## src/udr_defs.svh

```systemverilog
// Constants for the USB descriptor responder: field values, offsets, byte counts.
// Assumes inclusion by bare name from the package and the responder module.
`ifndef UDR_DEFS_SVH
`define UDR_DEFS_SVH
// Common header layout.
`define UDR_OFF_LEN      4'h0
`define UDR_OFF_TYPE     4'h1
// Interrupt endpoint descriptor.
`define UDR_EP_LEN       8'h07
`define UDR_EP_TYPE      8'h05
`define UDR_EP_ADDR      8'h83
`define UDR_EP_ATTR      8'h03
`define UDR_EP_MPS       16'h0010
`define UDR_EP_INT_HS    8'h04
`define UDR_EP_INT_FS    8'h01
`define UDR_EP_OFF_ADDR  4'h2
`define UDR_EP_OFF_MPS   4'h4
`define UDR_EP_OFF_INT   4'h6
`define UDR_EP_BYTES     4'h7
// Other-speed configuration descriptor.
`define UDR_OSC_LEN      8'h09
`define UDR_OSC_TYPE     8'h07
`define UDR_OSC_TOTAL    16'h0027
`define UDR_OSC_NUMIF    8'h01
`define UDR_OSC_CFGVAL   8'h01
`define UDR_OSC_ICFG     8'h00
`define UDR_OSC_ATTR     8'he0
`define UDR_PWR_SELF     8'h01
`define UDR_PWR_BUS      8'hfa
`define UDR_OSC_OFF_PWR  4'h8
`define UDR_OSC_BYTES    4'h9
// Device qualifier descriptor.
`define UDR_QUAL_LEN     8'h0a
`define UDR_QUAL_TYPE    8'h06
`define UDR_QUAL_BCD     16'h0210
`define UDR_QUAL_CLASS   8'hff
`define UDR_QUAL_SUB     8'h00
`define UDR_QUAL_PROTO   8'hff
`define UDR_QUAL_MPS0    8'h40
`define UDR_QUAL_NUMCFG  8'h01
`define UDR_QUAL_RSVD    8'h00
`define UDR_QUAL_OFF_RSV 4'h9
`define UDR_QUAL_BYTES   4'ha
// Language-identifier string descriptor.
`define UDR_LANG_LEN     8'h04
`define UDR_LANG_TYPE    8'h03
`define UDR_LANG_OFF     4'h2
`define UDR_LANG_BYTES   4'h4
`endif

```

## src/udr_pkg.sv

```systemverilog
// Types shared by the USB descriptor responder modules.
// Assumes udr_defs.svh is on the include path.
`include "udr_defs.svh"
package udr_pkg;
  typedef enum logic [3:0] {
    UDR_K_EP   = 4'b0001,
    UDR_K_OSC  = 4'b0010,
    UDR_K_QUAL = 4'b0100,
    UDR_K_LANG = 4'b1000
  } udr_kind_t;

  typedef enum logic [2:0] {
    UDR_ST_IDLE = 3'b001,
    UDR_ST_SEND = 3'b010,
    UDR_ST_END  = 3'b100
  } udr_state_t;

  typedef struct packed {
    logic [7:0]  length;
    logic [15:0] total;
    logic [7:0]  num_if;
    logic [7:0]  cfg_val;
    logic [7:0]  icfg;
    logic [7:0]  attr;
    logic [7:0]  max_power;
  } udr_cfg_set_t;

  typedef struct packed {
    logic [15:0] bcd;
    logic [7:0]  dclass;
    logic [7:0]  subclass;
    logic [7:0]  protocol;
    logic [7:0]  mps0;
    logic [7:0]  num_cfg;
  } udr_dev_set_t;

  typedef struct packed {
    logic         valid;
    logic         strings_present;
    logic [7:0]   int_hs;
    logic [7:0]   int_fs;
    udr_cfg_set_t cfg_hs;
    udr_cfg_set_t cfg_fs;
    udr_dev_set_t dev_hs;
    udr_dev_set_t dev_fs;
    logic [15:0]  langid;
  } udr_nvm_t;

  typedef struct packed {
    udr_kind_t   kind;
    logic [15:0] langid;
    logic [15:0] max_len;
  } udr_req_t;

  // Full byte count of each descriptor kind.
  function automatic logic [3:0] udr_desc_len(input udr_kind_t kind);
    unique case (kind)
      UDR_K_EP:   udr_desc_len = `UDR_EP_BYTES;
      UDR_K_OSC:  udr_desc_len = `UDR_OSC_BYTES;
      UDR_K_QUAL: udr_desc_len = `UDR_QUAL_BYTES;
      UDR_K_LANG: udr_desc_len = `UDR_LANG_BYTES;
      default:    udr_desc_len = 4'h0;
    endcase
  endfunction
endpackage

```

## src/udr_desc_rom.sv

```systemverilog
// Descriptor byte source: builds the image of one descriptor and picks a byte.
// Assumes the nonvolatile image is stable while a descriptor is being sent.
`timescale 1ns/1ps
module udr_desc_rom
  import udr_pkg::*;
(
  input  wire udr_kind_t  kind,         // Descriptor being sent.
  input  wire logic       high_speed,   // Speed captured for this transfer.
  input  wire logic       self_powered, // Power mode captured for this transfer.
  input  wire udr_nvm_t   nvm,          // Contents loaded from storage.
  input  wire logic [3:0] pos,          // Byte offset to fetch.
  output logic [7:0]      byte_out      // Byte at that offset.
);
  logic [79:0]  img;
  udr_cfg_set_t cfg;
  udr_dev_set_t dev;
  logic [7:0]   interval;

  // Pick the opposite-speed sets and the same-speed interval, or the defaults when storage is absent.
  always_comb begin
    cfg = '{`UDR_OSC_LEN, `UDR_OSC_TOTAL, `UDR_OSC_NUMIF, `UDR_OSC_CFGVAL, `UDR_OSC_ICFG,
            `UDR_OSC_ATTR, (self_powered ? `UDR_PWR_SELF : `UDR_PWR_BUS)};
    dev = '{`UDR_QUAL_BCD, `UDR_QUAL_CLASS, `UDR_QUAL_SUB, `UDR_QUAL_PROTO,
            `UDR_QUAL_MPS0, `UDR_QUAL_NUMCFG};
    interval = high_speed ? `UDR_EP_INT_HS : `UDR_EP_INT_FS;
    if (nvm.valid) begin
      cfg = high_speed ? nvm.cfg_fs : nvm.cfg_hs;
      dev = high_speed ? nvm.dev_fs : nvm.dev_hs;
      interval = high_speed ? nvm.int_hs : nvm.int_fs;
    end
  end

  // Lay out the image with offset 0 in the low byte, words low byte first.
  always_comb begin
    img = '0;
    unique case (kind)
      UDR_K_EP: begin
        img[55:0] = {interval, `UDR_EP_MPS, `UDR_EP_ATTR, `UDR_EP_ADDR,
                     `UDR_EP_TYPE, `UDR_EP_LEN};
      end
      UDR_K_OSC: begin
        img[71:0] = {cfg.max_power, cfg.attr, cfg.icfg, cfg.cfg_val, cfg.num_if,
                     cfg.total, `UDR_OSC_TYPE, cfg.length};
      end
      UDR_K_QUAL: begin
        img[79:0] = {`UDR_QUAL_RSVD, dev.num_cfg, dev.mps0, dev.protocol, dev.subclass,
                     dev.dclass, dev.bcd, `UDR_QUAL_TYPE, `UDR_QUAL_LEN};
      end
      UDR_K_LANG: begin
        img[31:0] = {nvm.langid, `UDR_LANG_TYPE, `UDR_LANG_LEN};
      end
      default: begin
        img = '0;
      end
    endcase
  end

  // Offsets past the image read as zero.
  always_comb begin
    byte_out = (pos < 4'ha) ? img[{pos, 3'b000} +: 8] : 8'h00;
  end
endmodule

```

## src/udr_responder.sv

```systemverilog
// USB descriptor responder: answers endpoint-0 reads of four standard descriptors.
// Assumes the control endpoint decodes the setup stage and drains the byte stream.
`timescale 1ns/1ps
`include "udr_defs.svh"
module udr_responder
  import udr_pkg::*;
#(
  parameter int LEN_W = 16  // Width of the host's requested length.
) (
  input  wire logic       mclk,         // Controller clock, 125 MHz.
  input  wire logic       reset_n,      // Asynchronous reset, active low.
  input  wire udr_req_t   req,          // Descriptor read request.
  input  wire logic       req_valid,    // Request offered.
  output logic            req_ready,    // Responder idle and taking requests.
  input  wire logic       high_speed,   // Link is at high speed.
  input  wire logic       self_powered, // Device is self-powered.
  input  wire udr_nvm_t   nvm,          // Contents loaded from storage.
  output logic [7:0]      tx_data,      // Data-stage byte.
  output logic            tx_valid,     // Data-stage byte offered.
  output logic            tx_last,      // Offered byte is the last one.
  input  wire logic       tx_ready,     // Endpoint takes the byte.
  output logic            stall,        // Pulse: stall the data stage.
  output logic            done          // Pulse: data stage complete.
);
  udr_state_t  state;
  udr_state_t  next_state;
  udr_kind_t   cur_kind;
  logic        cur_hs;
  logic        cur_self;
  logic        end_stall;
  logic [3:0]  count;
  logic [3:0]  pos;
  logic [3:0]  tx_pos;
  logic [3:0]  req_cnt;
  logic [3:0]  full_len;
  logic        req_stall;
  logic        accept;
  logic [7:0]  rom_byte;

  // The length field must cover the longest descriptor; refuse a narrower one at elaboration.
  if (LEN_W < 4) begin : g_len_check
    $error("udr_responder: LEN_W must be at least 4");
  end

  udr_desc_rom u_rom (
    .kind         (cur_kind),
    .high_speed   (cur_hs),
    .self_powered (cur_self),
    .nvm          (nvm),
    .pos          (pos),
    .byte_out     (rom_byte)
  );

  // Request decode; the requested language identifier plays no part.
  always_comb begin
    accept    = req_valid && req_ready;
    full_len  = udr_desc_len(req.kind);
    req_cnt   = (req.max_len < LEN_W'(full_len)) ? req.max_len[3:0] : full_len;
    req_stall = (req.kind == UDR_K_LANG) && !(nvm.valid && nvm.strings_present);
  end

  // Next-state decision for the transfer sequencer.
  always_comb begin
    next_state = state;
    unique case (state)
      UDR_ST_IDLE: begin
        if (accept) begin
          next_state = (req_stall || (req_cnt == 4'h0)) ? UDR_ST_END : UDR_ST_SEND;
        end
      end
      UDR_ST_SEND: begin
        if (tx_valid && tx_ready && tx_last) begin
          next_state = UDR_ST_END;
        end
      end
      UDR_ST_END: begin
        next_state = UDR_ST_IDLE;
      end
      default: begin
        next_state = UDR_ST_IDLE;
      end
    endcase
  end

  // Sequencer state and the ready flag that follows it.
  always_ff @(posedge mclk or negedge reset_n) begin
    if (!reset_n) begin
      state     <= UDR_ST_IDLE;
      req_ready <= 1'b1;
    end else begin
      state     <= next_state;
      req_ready <= (next_state == UDR_ST_IDLE);
    end
  end

  // Capture what the transfer needs at the moment the request is taken.
  always_ff @(posedge mclk or negedge reset_n) begin
    if (!reset_n) begin
      cur_kind  <= UDR_K_EP;
      cur_hs    <= 1'b0;
      cur_self  <= 1'b0;
      end_stall <= 1'b0;
      count     <= 4'h0;
    end else if (accept) begin
      cur_kind  <= req.kind;
      cur_hs    <= high_speed;
      cur_self  <= self_powered;
      end_stall <= req_stall;
      count     <= req_cnt;
    end
  end

  // Byte stream: load the next offset whenever the output register is free.
  always_ff @(posedge mclk or negedge reset_n) begin
    if (!reset_n) begin
      pos      <= 4'h0;
      tx_pos   <= 4'h0;
      tx_valid <= 1'b0;
      tx_data  <= 8'h00;
      tx_last  <= 1'b0;
    end else if (state == UDR_ST_IDLE) begin
      pos      <= 4'h0;
      tx_valid <= 1'b0;
      tx_last  <= 1'b0;
    end else if (state == UDR_ST_SEND) begin
      if (tx_valid && tx_ready && tx_last) begin
        tx_valid <= 1'b0;
        tx_last  <= 1'b0;
      end else if ((!tx_valid || tx_ready) && (pos < count)) begin
        tx_valid <= 1'b1;
        tx_data  <= rom_byte;
        tx_pos   <= pos;
        tx_last  <= (pos == count - 4'h1);
        pos      <= pos + 4'h1;
      end else if (tx_ready) begin
        tx_valid <= 1'b0;
      end
    end
  end

  // Closing pulse: stall for a missing string, done otherwise.
  always_ff @(posedge mclk or negedge reset_n) begin
    if (!reset_n) begin
      stall <= 1'b0;
      done  <= 1'b0;
    end else begin
      stall <= (state == UDR_ST_END) && end_stall;
      done  <= (state == UDR_ST_END) && !end_stall;
    end
  end

  // Word-sized constants, so that each byte of a word can be checked on its own.
  localparam logic [15:0] EP_MPS    = `UDR_EP_MPS;
  localparam logic [15:0] OSC_TOTAL = `UDR_OSC_TOTAL;
  localparam logic [15:0] QUAL_BCD  = `UDR_QUAL_BCD;

  logic [7:0] exp_int;
  udr_cfg_set_t exp_cfg;
  udr_dev_set_t exp_dev;
  always_comb begin
    exp_int = nvm.valid ? (cur_hs ? nvm.int_hs : nvm.int_fs)
                        : (cur_hs ? `UDR_EP_INT_HS : `UDR_EP_INT_FS);
    exp_cfg = cur_hs ? nvm.cfg_fs : nvm.cfg_hs;
    exp_dev = cur_hs ? nvm.dev_fs : nvm.dev_hs;
  end
endmodule

```

## config.mk

```make
export PLATFORM = sky130hd
export DESIGN_NAME = udr_responder
export DESIGN_NICKNAME = d
export VERILOG_FILES = /design/src/udr_pkg.sv /design/src/udr_desc_rom.sv /design/src/udr_responder.sv
export VERILOG_INCLUDE_DIRS = /design/src
export SDC_FILE = /design/constraint.sdc
export NUM_CORES = 1
export LEC_CHECK = 0
export ABC_AREA = 1
export BUFFER_PORTS_ARGS = -buffer_cell sky130_fd_sc_hd__buf_2
export CORE_AREA = 2 2 128 130
export CTS_BUF_LIST = sky130_fd_sc_hd__clkbuf_4 sky130_fd_sc_hd__clkbuf_8
export CTS_CLUSTER_SIZE = 30
export DETAILED_ROUTE_END_ITERATION = 8
export DIE_AREA = 0 0 130 132
export GPL_TIMING_DRIVEN = 0
export PLACE_DENSITY_LB_ADDON = 0.08
export SYNTH_ARGS = -nofsm -noshare
export SYNTH_HDL_FRONTEND = slang
export SYNTH_HIERARCHICAL = 1
export SYNTH_SLANG_ARGS = --single-unit
```

## constraint.sdc

```tcl
create_clock -name mclk -period 3.6 [get_ports mclk]
set_input_delay 0.36 -clock mclk [delete_from_list [all_inputs] [get_ports mclk]]
set_output_delay 0.36 -clock mclk [all_outputs]
set_load 0.02 [all_outputs]
```

==> impl_metrics.yaml, run 1 <==
outcome:
  status: "finished clean"
route:
  routedWlPerCell_um: 16.4
  wl_um: 25100
  vias: 7526
  drc: 0
  postRouteAntennaNets: 0
  firstDrtPassIters: 5
  drt_iter0_markers: 433
  viasPerCell: 4.92
setup_path:
  crit_chain: "inv_1 -> buf_2 -> buf_2 -> nand4_1 -> a21oi_1 -> nor2_1 -> nor2_1 -> nor2_1 -> nand2_1 -> nand2_1"
  reg2regPathDepth: 10
  critPathKind: "flop to flop"
  critPathLaunchType: "flop"
  slowest_delay_ns: 0.52
  worstPathArrival_ns: 2.40
  cp_max_fo: 10
  r2r_setup_slack_ns: 1.39
  crit_path_frequent_cell: "nor2_1"
  end_kind: "flop"
  worstPathRequired_ns: 3.78
  slowest_stage: "dfrtp_1"
synth:
  ys_ff_latch: 31
  syn_inst: 988
  syn_area_um2: 5110
  async_flop_share_pct: 100
  synth_edf_count: 0
  yosysSeqAreaShare_pct: 15.2
  yosysUniqueCellTypes: 39
  yosys_warnings: 6
  synth_flop_cell: "dfrtp_1"
  synth_area_per_cell_um2: 5.17
  synth_fp_nets: 1313
run:
  cap_violations: 0
timing:
  fin_crit_sh_pct: 61.5
  finalMaxSlewViolations: 0
  worst_pin_slew_ns: 0.690
  grt_setup_unrepaired: "no"
  finalSetupViolCount: 0
  hold_viol: 0
  clock.fmax_ghz: 0.452
  slew_headroom_pct: 54.0
  tns_ns: 0
  fin_skew_ns: 0.00967
  layout_min_cycle_time_ns: 2.21
cells_and_area:
  stdcell_count: 1530
  multi_input_area_um2: 3800
  syn2layout_area_growth_pct: 38.2
  drive_gt1_share_pct: 31.0
  final_cell_mix: "nand2_1, buf_2, nand3_1"
  seq_area_um2: 779
  final_common_cell: "nand2_1"
  final_util_pct: 45.0
  fillers: 1893
  nets: 1632
die:
  die_h_um: 132
  fp.dieW_um: 130
  boundaryPins: 329
  rows: 46
  die-area_um2: 17200
  initial_core_util_pct: 32.5
  fp.coreArea_um2: 15700
power:
  p_int_mw: 1.46
  netSwitchingFraction_pct: 56.7
  p_leak_nw: 4.21
  p_seq_share_pct: 15.9
  power_density_nw_per_um2: 477
  p_switching_mw: 1.91
  p_comb_share_pct: 74.9
  pwr-share-clk_pct: 9.3
  max-vdd-ir-drop_uv: 298
placement:
  dp_hpwl_um: 20600
  globalplace.congestion: 0.914
  io_buffers: 312
  numPlacedInstances: 1516
global_routing:
  grt_pass1_wl_um: 37900
  grt_usage_pct: 28.5
  grt_pass1_vias: 7335
  grt_max_degree: 32
  grt-ovfl-total: 0
  antenna_found_initial: 7
clock_tree:
  cts_buffers: 5
  postCtsSetupBuffers: 0
  post_cts_resized: 0
  cts_hold_buf: 0
  root_buffer: "clkbuf_8"
  clkTransAtPathRegs_ns: 0.07
  cts_buffer_depth: 2
  ctsHtreeMaxLevel: 2
  clkSinkCount: 31
  clkLatencyLatePin_ns: 0.29
  cts_tree: "built"
worst_hold_path:
  hp-class: "input pin to async pin"
final timing paths:
check / startpoint / end
max: pos[0]$_DFFE_PN0P_ / tx_data[2]$_DFFE_PN0P_
min: reset_n / tx_last$_DFFE_PN0P_
max reg2reg: pos[0]$_DFFE_PN0P_ / tx_data[2]$_DFFE_PN0P_
min reg2reg: tx_data[3]$_DFFE_PN0P_ / tx_data[3]$_DFFE_PN0P_
max in group asynchronous: reset_n / cur_hs$_DFFE_PN0P_
min in group mclk: self_powered / cur_self$_DFFE_PN0P_
metrics by stage:
step           area, µm²  worst slack [ns]  power [mW]  hold slack (ns)
2_1_floorplan       5110              1.59        2.18           0.0644
3_3_place_gp        6940              1.26        3.03            0.451
3_5_place_dp        6940              1.25        3.04            0.454
4_1_cts             7050              1.40        3.36            0.133
5_1_grt             7060              1.22        3.68            0.175
6_report            7060              1.39        3.37            0.109
flip-flops by register name, summed over array words and instances (netlist names):
name and count:
tx_data 8, pos 4, end_stall 1, state 3, done 1, cur_hs 1
tx_valid 1, req_ready 1, cur_self 1, count 4, stall 1, cur_kind 4
tx_last 1
synth_stat cells, types with 2 or more instances:
cell | count | area (µm²)
nand2_2 | 6 | 37.5
nand4_1 | 9 | 56.3
o211ai_1 | 2 | 15.0
nor2_2 | 3 | 18.8
o21ai_1 | 9 | 45.0
inv_2 | 12 | 45.0
mux2i_1 | 9 | 90.1
or2_1 | 2 | 12.5
dfstp_2 | 3 | 78.8
clkbuf_1 | 5 | 18.8
nor2_4 | 9 | 101
mux2_2 | 2 | 22.5
inv_1 | 49 | 184
a31oi_1 | 2 | 12.5
buf_2 | 31 | 155
nor3_1 | 6 | 30.0
ha_1 | 9 | 113
o22ai_1 | 7 | 43.8
o21ai_0 | 15 | 75.1
nand2_1 | 508 | 1910
nor2_1 | 78 | 293
a21oi_1 | 49 | 245
buf_6 | 3 | 33.8
xnor2_1 | 3 | 26.3
dfrtp_1 | 28 | 701
buf_4 | 10 | 75.1
nand3_1 | 101 | 505
nand3b_1 | 3 | 22.5
a21boi_0 | 4 | 30.0
nand2_4 | 2 | 22.5
cell families after synthesis:
logic type                 synth area share, %
muxes                                     2.20
and+or+nand+nor                           59.8
adders and majority gates                 2.20
xor gates and xnor gates                 0.685
DFF                                       15.2
buffers and inverters                     10.4
AOI/OAI and AO/OA                         9.47
cell type report:
cell class                      count  area share (%)
Antenna cell                        6           0.213
Buffer                             50            4.06
Clock buffer                        7            1.36
Clock inverter                      1           0.106
Inverter                           62            3.49
Multi-Input combinational cell    845            53.8
Sequential cell                    31            11.0
Tap cell                          216            3.83
Timing Repair Buffer              312            22.1
metal layers:
layer	part of all wire [%]	vias up	global-route usage, %	routed length [µm]
li1	-	3774	-	-
met3	6.9	62	4.02	1740
met5	0.052	-	0	13
met4	3.5	2	11.6	881
met1	40	3384	33.3	10100
met2	49	304	51.4	12300
power groups by stage:
stage               clock network, mW  logic, mW  registers, mW
finish                          0.312       2.52          0.534
global route                    0.334       2.79          0.552
CTS                             0.323       2.50          0.537
detailed placement                  0       2.49          0.543
global placement                    0       2.49          0.540
floorplan                           0       1.62          0.561
worst max-delay path, delay by kind of cell, from the launching register on:
family                 cells  cell delay [ns]
and+or+nand+nor            6             0.57
AOI/OAI and AO/OA          1             0.23
DFF                        1             0.52
buffers and inverters      3             0.79
Power figures use the tool's default switching activity.
==> inputs of run 2 (changes only) <==
==> constraint.sdc (replaced) <==
create_clock -name mclk -period 2.21 [get_ports mclk]
set_input_delay 0.221 -clock mclk [delete_from_list [all_inputs] [get_ports mclk]]
set_output_delay 0.221 -clock mclk [all_outputs]
set_load 0.02 [all_outputs]
==> run 2 against run 1 <==
  * Sequential share of layout area about the same
  * Final area increased by 0.35%
  * Largest power group unchanged
  * Routed wire length about the same
  * Largest cell class unchanged
==> impl_metrics.yaml, run 2 (synthesis results as in run 1) <==
timing:
  tns_ns: 0
  fin_ws_ns: 0.109
  hold_viol: 0
  slew_headroom_pct: 53.3
  grt_setup_unrepaired: "no"
  finalMaxSlewViolations: 0
  worst_pin_slew_ns: 0.701
  finalSetupViolCount: 0
  layout_min_cycle_time_ns: 2.10
  fin_skew_ns: 0.00864
  clock.fmax_ghz: 0.476
  fin_crit_sh_pct: 95.1
clock_tree:
  clkLatencyLatePin_ns: 0.29
  clkSinkCount: 31
  ctsHtreeMaxLevel: 2
  clkTransAtPathRegs_ns: 0.07
  cts_buffers: 5
  cts_buffer_depth: 2
  cts_tree: "built"
  root_buffer: "clkbuf_8"
die:
  initial_core_util_pct: 32.5
  rows: 46
  fp.dieW_um: 130
  die-area_um2: 17200
  die_h_um: 132
  fp.coreArea_um2: 15700
  boundaryPins: 329
global_routing:
  grt-ovfl-total: 0
  antenna_found_initial: 7
  grt_pass1_wl_um: 37900
  grt_max_degree: 32
  grt_pass1_vias: 7335
  grt_usage_pct: 28.5
setup_path:
  worstPathArrival_ns: 2.28
  cp_max_fo: 10
  reg2regPathDepth: 11
  end_kind: "flop"
  worstReg2RegEnd: "tx_data[5]$_DFFE_PN0P_"
  worstPathRequired_ns: 2.39
  timing.rr.start: "cur_kind[0]$_DFFE_PN1P_"
  r2r_setup_slack_ns: 0.11
  critPathLaunchType: "flop"
  critPathKind: "flop to flop"
placement:
  globalplace.congestion: 0.914
  io_buffers: 312
  pre_cts_slack_ns: 0.000398
  dp_hpwl_um: 20600
route:
  postRouteAntennaNets: 0
  firstDrtPassIters: 5
  routedWlPerCell_um: 16.4
  drt_iter0_markers: 431
  drc: 0
  wl_um: 25100
  vias: 7504
  viasPerCell: 4.90
run:
  cap_violations: 0
cells_and_area:
  nets: 1633
  final_cell_mix: "nand2_1, buf_2, nand3_1"
  largest_reg_flops: 8
  fillers: 1889
  seq_area_um2: 781
  multi_input_area_um2: 3800
  drive_gt1_share_pct: 31.2
  syn2layout_area_growth_pct: 38.6
  max_flop_register: "tx_data"
  final_common_cell: "nand2_1"
worst_hold_path:
  holdPathEnd: "cur_self$_DFFE_PN0P_"
  hp-class: "input pin to flop"
  holdCritStartpoint: "self_powered"
  hold_depth: 2
outcome:
  status: "finished clean"
power:
  power_density_nw_per_um2: 776
  p_leak_nw: 4.22
  max-vdd-ir-drop_uv: 486
  finalPower_mw: 5.50
-- run 2: cell count changes in the layout (fill, tap and decap cells not counted) --
cell / previous run / this run
clkbuf_2: 0 / 1
buf_2: 343 / 339
nor2_2: 3 / 4
dlygate4sd3_1: 0 / 1
dfrtp_2: 0 / 1
dfrtp_1: 28 / 27
clkbuf_1: 5 / 4
nor2_1: 78 / 77
clkbuf_4: 0 / 4
-- run 2: how the worst max path moves through the flow --
stage	startpoint	end	slack, ns	depth (start not counted)
finish	cur_kind[0]$_DFFE_PN1P_	tx_data[5]$_DFFE_PN0P_	0.11	11
global route	cur_kind[1]$_DFFE_PN0P_	tx_data[0]$_DFFE_PN0P_	0.0008	12
CTS	pos[0]$_DFFE_PN0P_	tx_data[2]$_DFFE_PN0P_	0.01	10
detailed placement	req[33]	state[1]$_DFF_PN0_	0.0004	16
global placement	req[33]	state[1]$_DFF_PN0_	0.006	16
floorplan	req[33]	state[1]$_DFF_PN0_	0.34	15
-- run 2: power by group --
part | total [mW] | internal, mW | leakage (nW) | switching (mW)
combinational | 4.12 | 1.37 | 3.77 | 2.75
sequential | 0.872 | 0.734 | 0.400 | 0.138
clock | 0.506 | 0.283 | 0.0505 | 0.223
-- run 2: cell type report --
cell class,instances,share of cell area (%)
diodes,6,0.212
plain buffers,50,4.20
clock buffers,7,1.36
clock inverters,1,0.106
inverters,62,3.48
multi-input cells,845,53.6
flip-flops and latches,31,11.0
well taps,216,3.81
repair buffers,313,22.2
-- run 2: timing repair --
item                       in CTS  in global routing
setup endpoints to repair       0                  8
hold endpoints to repair       24                  0
hold buffers                    1                  0
gates resized for setup         0                  8
setup buffers                   0                  0
-- run 2: per-stage QoR --
step           cells  utilization, %  instance area (µm²)  hold slack, ns
6_report        1531            45.1                 7090           0.154
5_1_grt         1531            45.1                 7090           0.150
4_1_cts         1525            44.9                 7060           0.147
3_5_place_dp    1516            44.2                 6940           0.315
3_3_place_gp    1516            44.2                 6940           0.312
2_1_floorplan    988               -                 5110         -0.0746
-- run 2: per-layer routing --
layer,GRT usage (%),vias to the layer above,part of all wire [%]
li1,-,3776,-
met2,51.4,301,49
met1,33.3,3364,41
met3,4.02,61,6.8
met5,0,-,0.052
met4,11.6,2,3.5
-- run 2: critical path, cell delays in order, from the launching register on --
cell,delay [ns]
dfstp_2,0.59
nor2_4,0.09
nand2_2,0.20
nand2_1,0.16
nor2_1,0.25
nor2_1,0.09
o21ai_1,0.11
nand3_1,0.12
nand3_1,0.15
nand2_1,0.10
nand2_1,0.09
nand2_1,0.05
==> inputs of run 3 (changes only) <==
--- a/config.mk
+++ b/config.mk
@@ -8,11 +8,11 @@
 export LEC_CHECK = 0
 export ABC_AREA = 1
 export BUFFER_PORTS_ARGS = -buffer_cell sky130_fd_sc_hd__buf_2
-export CORE_AREA = 2 2 128 130
+export CORE_MARGIN = 10
+export CORE_UTILIZATION = 35
 export CTS_BUF_LIST = sky130_fd_sc_hd__clkbuf_4 sky130_fd_sc_hd__clkbuf_8
 export CTS_CLUSTER_SIZE = 30
 export DETAILED_ROUTE_END_ITERATION = 8
-export DIE_AREA = 0 0 130 132
 export GPL_TIMING_DRIVEN = 0
 export PLACE_DENSITY_LB_ADDON = 0.08
 export SYNTH_ARGS = -nofsm -noshare
==> run 3 against run 2 <==
  * The flow now finishes with violations (negative hold slack)
  * Final cell count down 1.6%
  * Sequential power about the same
  * Worst hold slack lost 0.17 ns
  * First-iteration DRC count rose by 16%
  * Power is 1.1% lower
  * Critical endpoint unchanged
  * Core utilization rose by 3.9 points
==> impl_metrics.yaml, run 3 (synthesis results as in run 1) <==
power:
  p_leak_nw: 4.23
  max-vdd-ir-drop_uv: 465
  pwr-share-clk_pct: 8.5
  p_int_mw: 2.38
  p_seq_share_pct: 16.0
  p_comb_share_pct: 75.5
  netSwitchingFraction_pct: 56.3
  power_density_nw_per_um2: 770
  p_switching_mw: 3.06
cells_and_area:
  syn2layout_area_growth_pct: 38.3
  largest_reg_flops: 8
  final_common_cell: "nand2_1"
  stdcell_count: 1507
  nets: 1635
  final_cell_mix: "nand2_1, buf_2, nand3_1"
  final_util_pct: 49.0
  drive_gt1_share_pct: 31.5
  max_flop_register: "tx_data"
clock_tree:
  cts_buffer_depth: 2
  cts_hold_buf: 0
  cts_tree: "built"
  cts_buffers: 5
  root_buffer: "clkbuf_8"
  ctsHtreeMaxLevel: 2
  clkSinkCount: 31
  clkTransAtPathRegs_ns: 0.07
  clkLatencyLatePin_ns: 0.28
timing:
  fin_crit_sh_pct: 94.7
  fin_worst_hold_slack_ns: -0.0183
  layout_min_cycle_time_ns: 2.09
  finalSetupViolCount: 0
  clock.fmax_ghz: 0.478
  finalMaxSlewViolations: 0
  fin_skew_ns: 0.00736
  worst_pin_slew_ns: 0.683
  grt_setup_unrepaired: "no"
  slew_headroom_pct: 54.5
  hold_viol: 28
placement:
  dp_hpwl_um: 22600
  io_buffers: 312
  globalplace.congestion: 0.926
  numPlacedInstances: 1484
setup_path:
  end_kind: "flop"
  worstReg2RegEnd: "tx_data[5]$_DFFE_PN0P_"
  r2r_setup_slack_ns: 0.12
  worstPathRequired_ns: 2.43
  reg2regPathDepth: 11
  crit_chain: "inv_2 -> nand2_2 -> nor2_4 -> nand2_1 -> a21oi_1 -> o21ai_1 -> nand3_1 -> nand3_1 -> nand2_1 -> nand2_1 -> nand2_1"
  cp_max_fo: 8
  crit_path_frequent_cell: "nand2_1"
  critPathLaunchType: "flop"
  critPathKind: "flop to flop"
  timing.rr.start: "cur_kind[1]$_DFFE_PN0P_"
  startpoint: "cur_kind[1]$_DFFE_PN0P_"
  worstPathArrival_ns: 2.31
  slowest_stage: "dfrtp_1"
  slowest_delay_ns: 0.44
  cp-endpoint: "tx_data[5]$_DFFE_PN0P_"
global_routing:
  busiest_layer: "met2"
  grt_usage_pct: 25.4
  grt_pass1_wl_um: 40600
  grt_max_degree: 32
  antenna_found_initial: 12
  grt_pass1_vias: 7463
  grtUsageMet3_pct: 5.74
  grt-ovfl-total: 0
  grt_use_met1_pct: 29.2
  met2_usage_pct: 46.5
route:
  drc: 0
  drt_iter0_markers: 498
  postRouteAntennaNets: 0
  wl_um: 27000
  viasPerCell: 4.96
  vias: 7471
  routedWlPerCell_um: 17.9
  firstDrtPassIters: 6
die:
  fp.dieW_um: 141
  initial_core_util_pct: 35.4
  die_h_um: 141
  fp.coreArea_um2: 14400
  boundaryPins: 329
  rows: 44
  die-area_um2: 19800
outcome:
  status: "complete, but fails checks"
  violations: "negative hold slack"
worst_hold_path:
  hp-class: "input pin to async pin"
run:
  cap_violations: 0
[run 3: what timing repair did]
| action | CTS | global route |
|---|---|---|
| gates resized for setup | 0 | 8 |
| buffers inserted | 0 | 3 |
| setup endpoints to repair | 0 | 10 |
[run 3: through the flow]
stage               TNS, ns  setup slack, ns  area (µm²)  power [mW]  hold slack [ns]
floorplan                 0            0.338        5110        3.55          -0.0746
global placement    -0.0722          -0.0390        6900        4.88            0.307
detailed placement   -0.104          -0.0542        6900        4.89            0.301
CTS                       0           0.0524        7000        5.37          0.00186
global route              0          0.00282        7060        5.95           0.0360
finish                    0            0.117        7070        5.44          -0.0183
[run 3: routing by layer]
metal,up-vias,wire length (µm)
li1,3794,-
met1,3298,10400
met5,-,47
met2,337,13700
met3,36,2490
met4,6,459
[run 3: power groups by stage]
stage               clock network, mW  logic, mW  registers [mW]
floorplan                           0       2.64           0.914
global placement                    0       4.01           0.876
detailed placement                  0       4.01           0.880
CTS                             0.475       4.03           0.871
global route                    0.499       4.55           0.895
finish                          0.463       4.11           0.872
[run 3: layout make-up]
cell class              instances  area (µm²)
flip-flops and latches         31         781
fillers                      1653        7350
multi-input cells             845        3810
clock buffers                   7        90.1
clock inverters                 1        5.00
diodes                         12        30.0
repair buffers                315        1580
inverters                      62         246
well taps                     184         230
plain buffers                  50         293
[run 3: worst min path at each step]
stage	startpoint	end	slack (ns)	cells past startpoint
3_3_place_gp	reset_n	stall$_DFF_PN0_	0.31	1
3_5_place_dp	reset_n	stall$_DFF_PN0_	0.30	1
2_1_floorplan	reset_n	count[0]$_DFFE_PN0P_	-0.07	0
6_report	reset_n	tx_data[5]$_DFFE_PN0P_	-0.02	1
4_1_cts	reset_n	tx_data[5]$_DFFE_PN0P_	0.002	1
5_1_grt	reset_n	tx_data[5]$_DFFE_PN0P_	0.04	1
[run 3: critical path: cells and delay by family (launching register included)]
| kind | cells | cell delay [ns] |
|---|---|---|
| AND/OR/NAND/NOR | 8 | 1.11 |
| flip-flops | 1 | 0.44 |
| AO/OA/AOI/OAI | 2 | 0.36 |
| buffers and inverters | 1 | 0.12 |
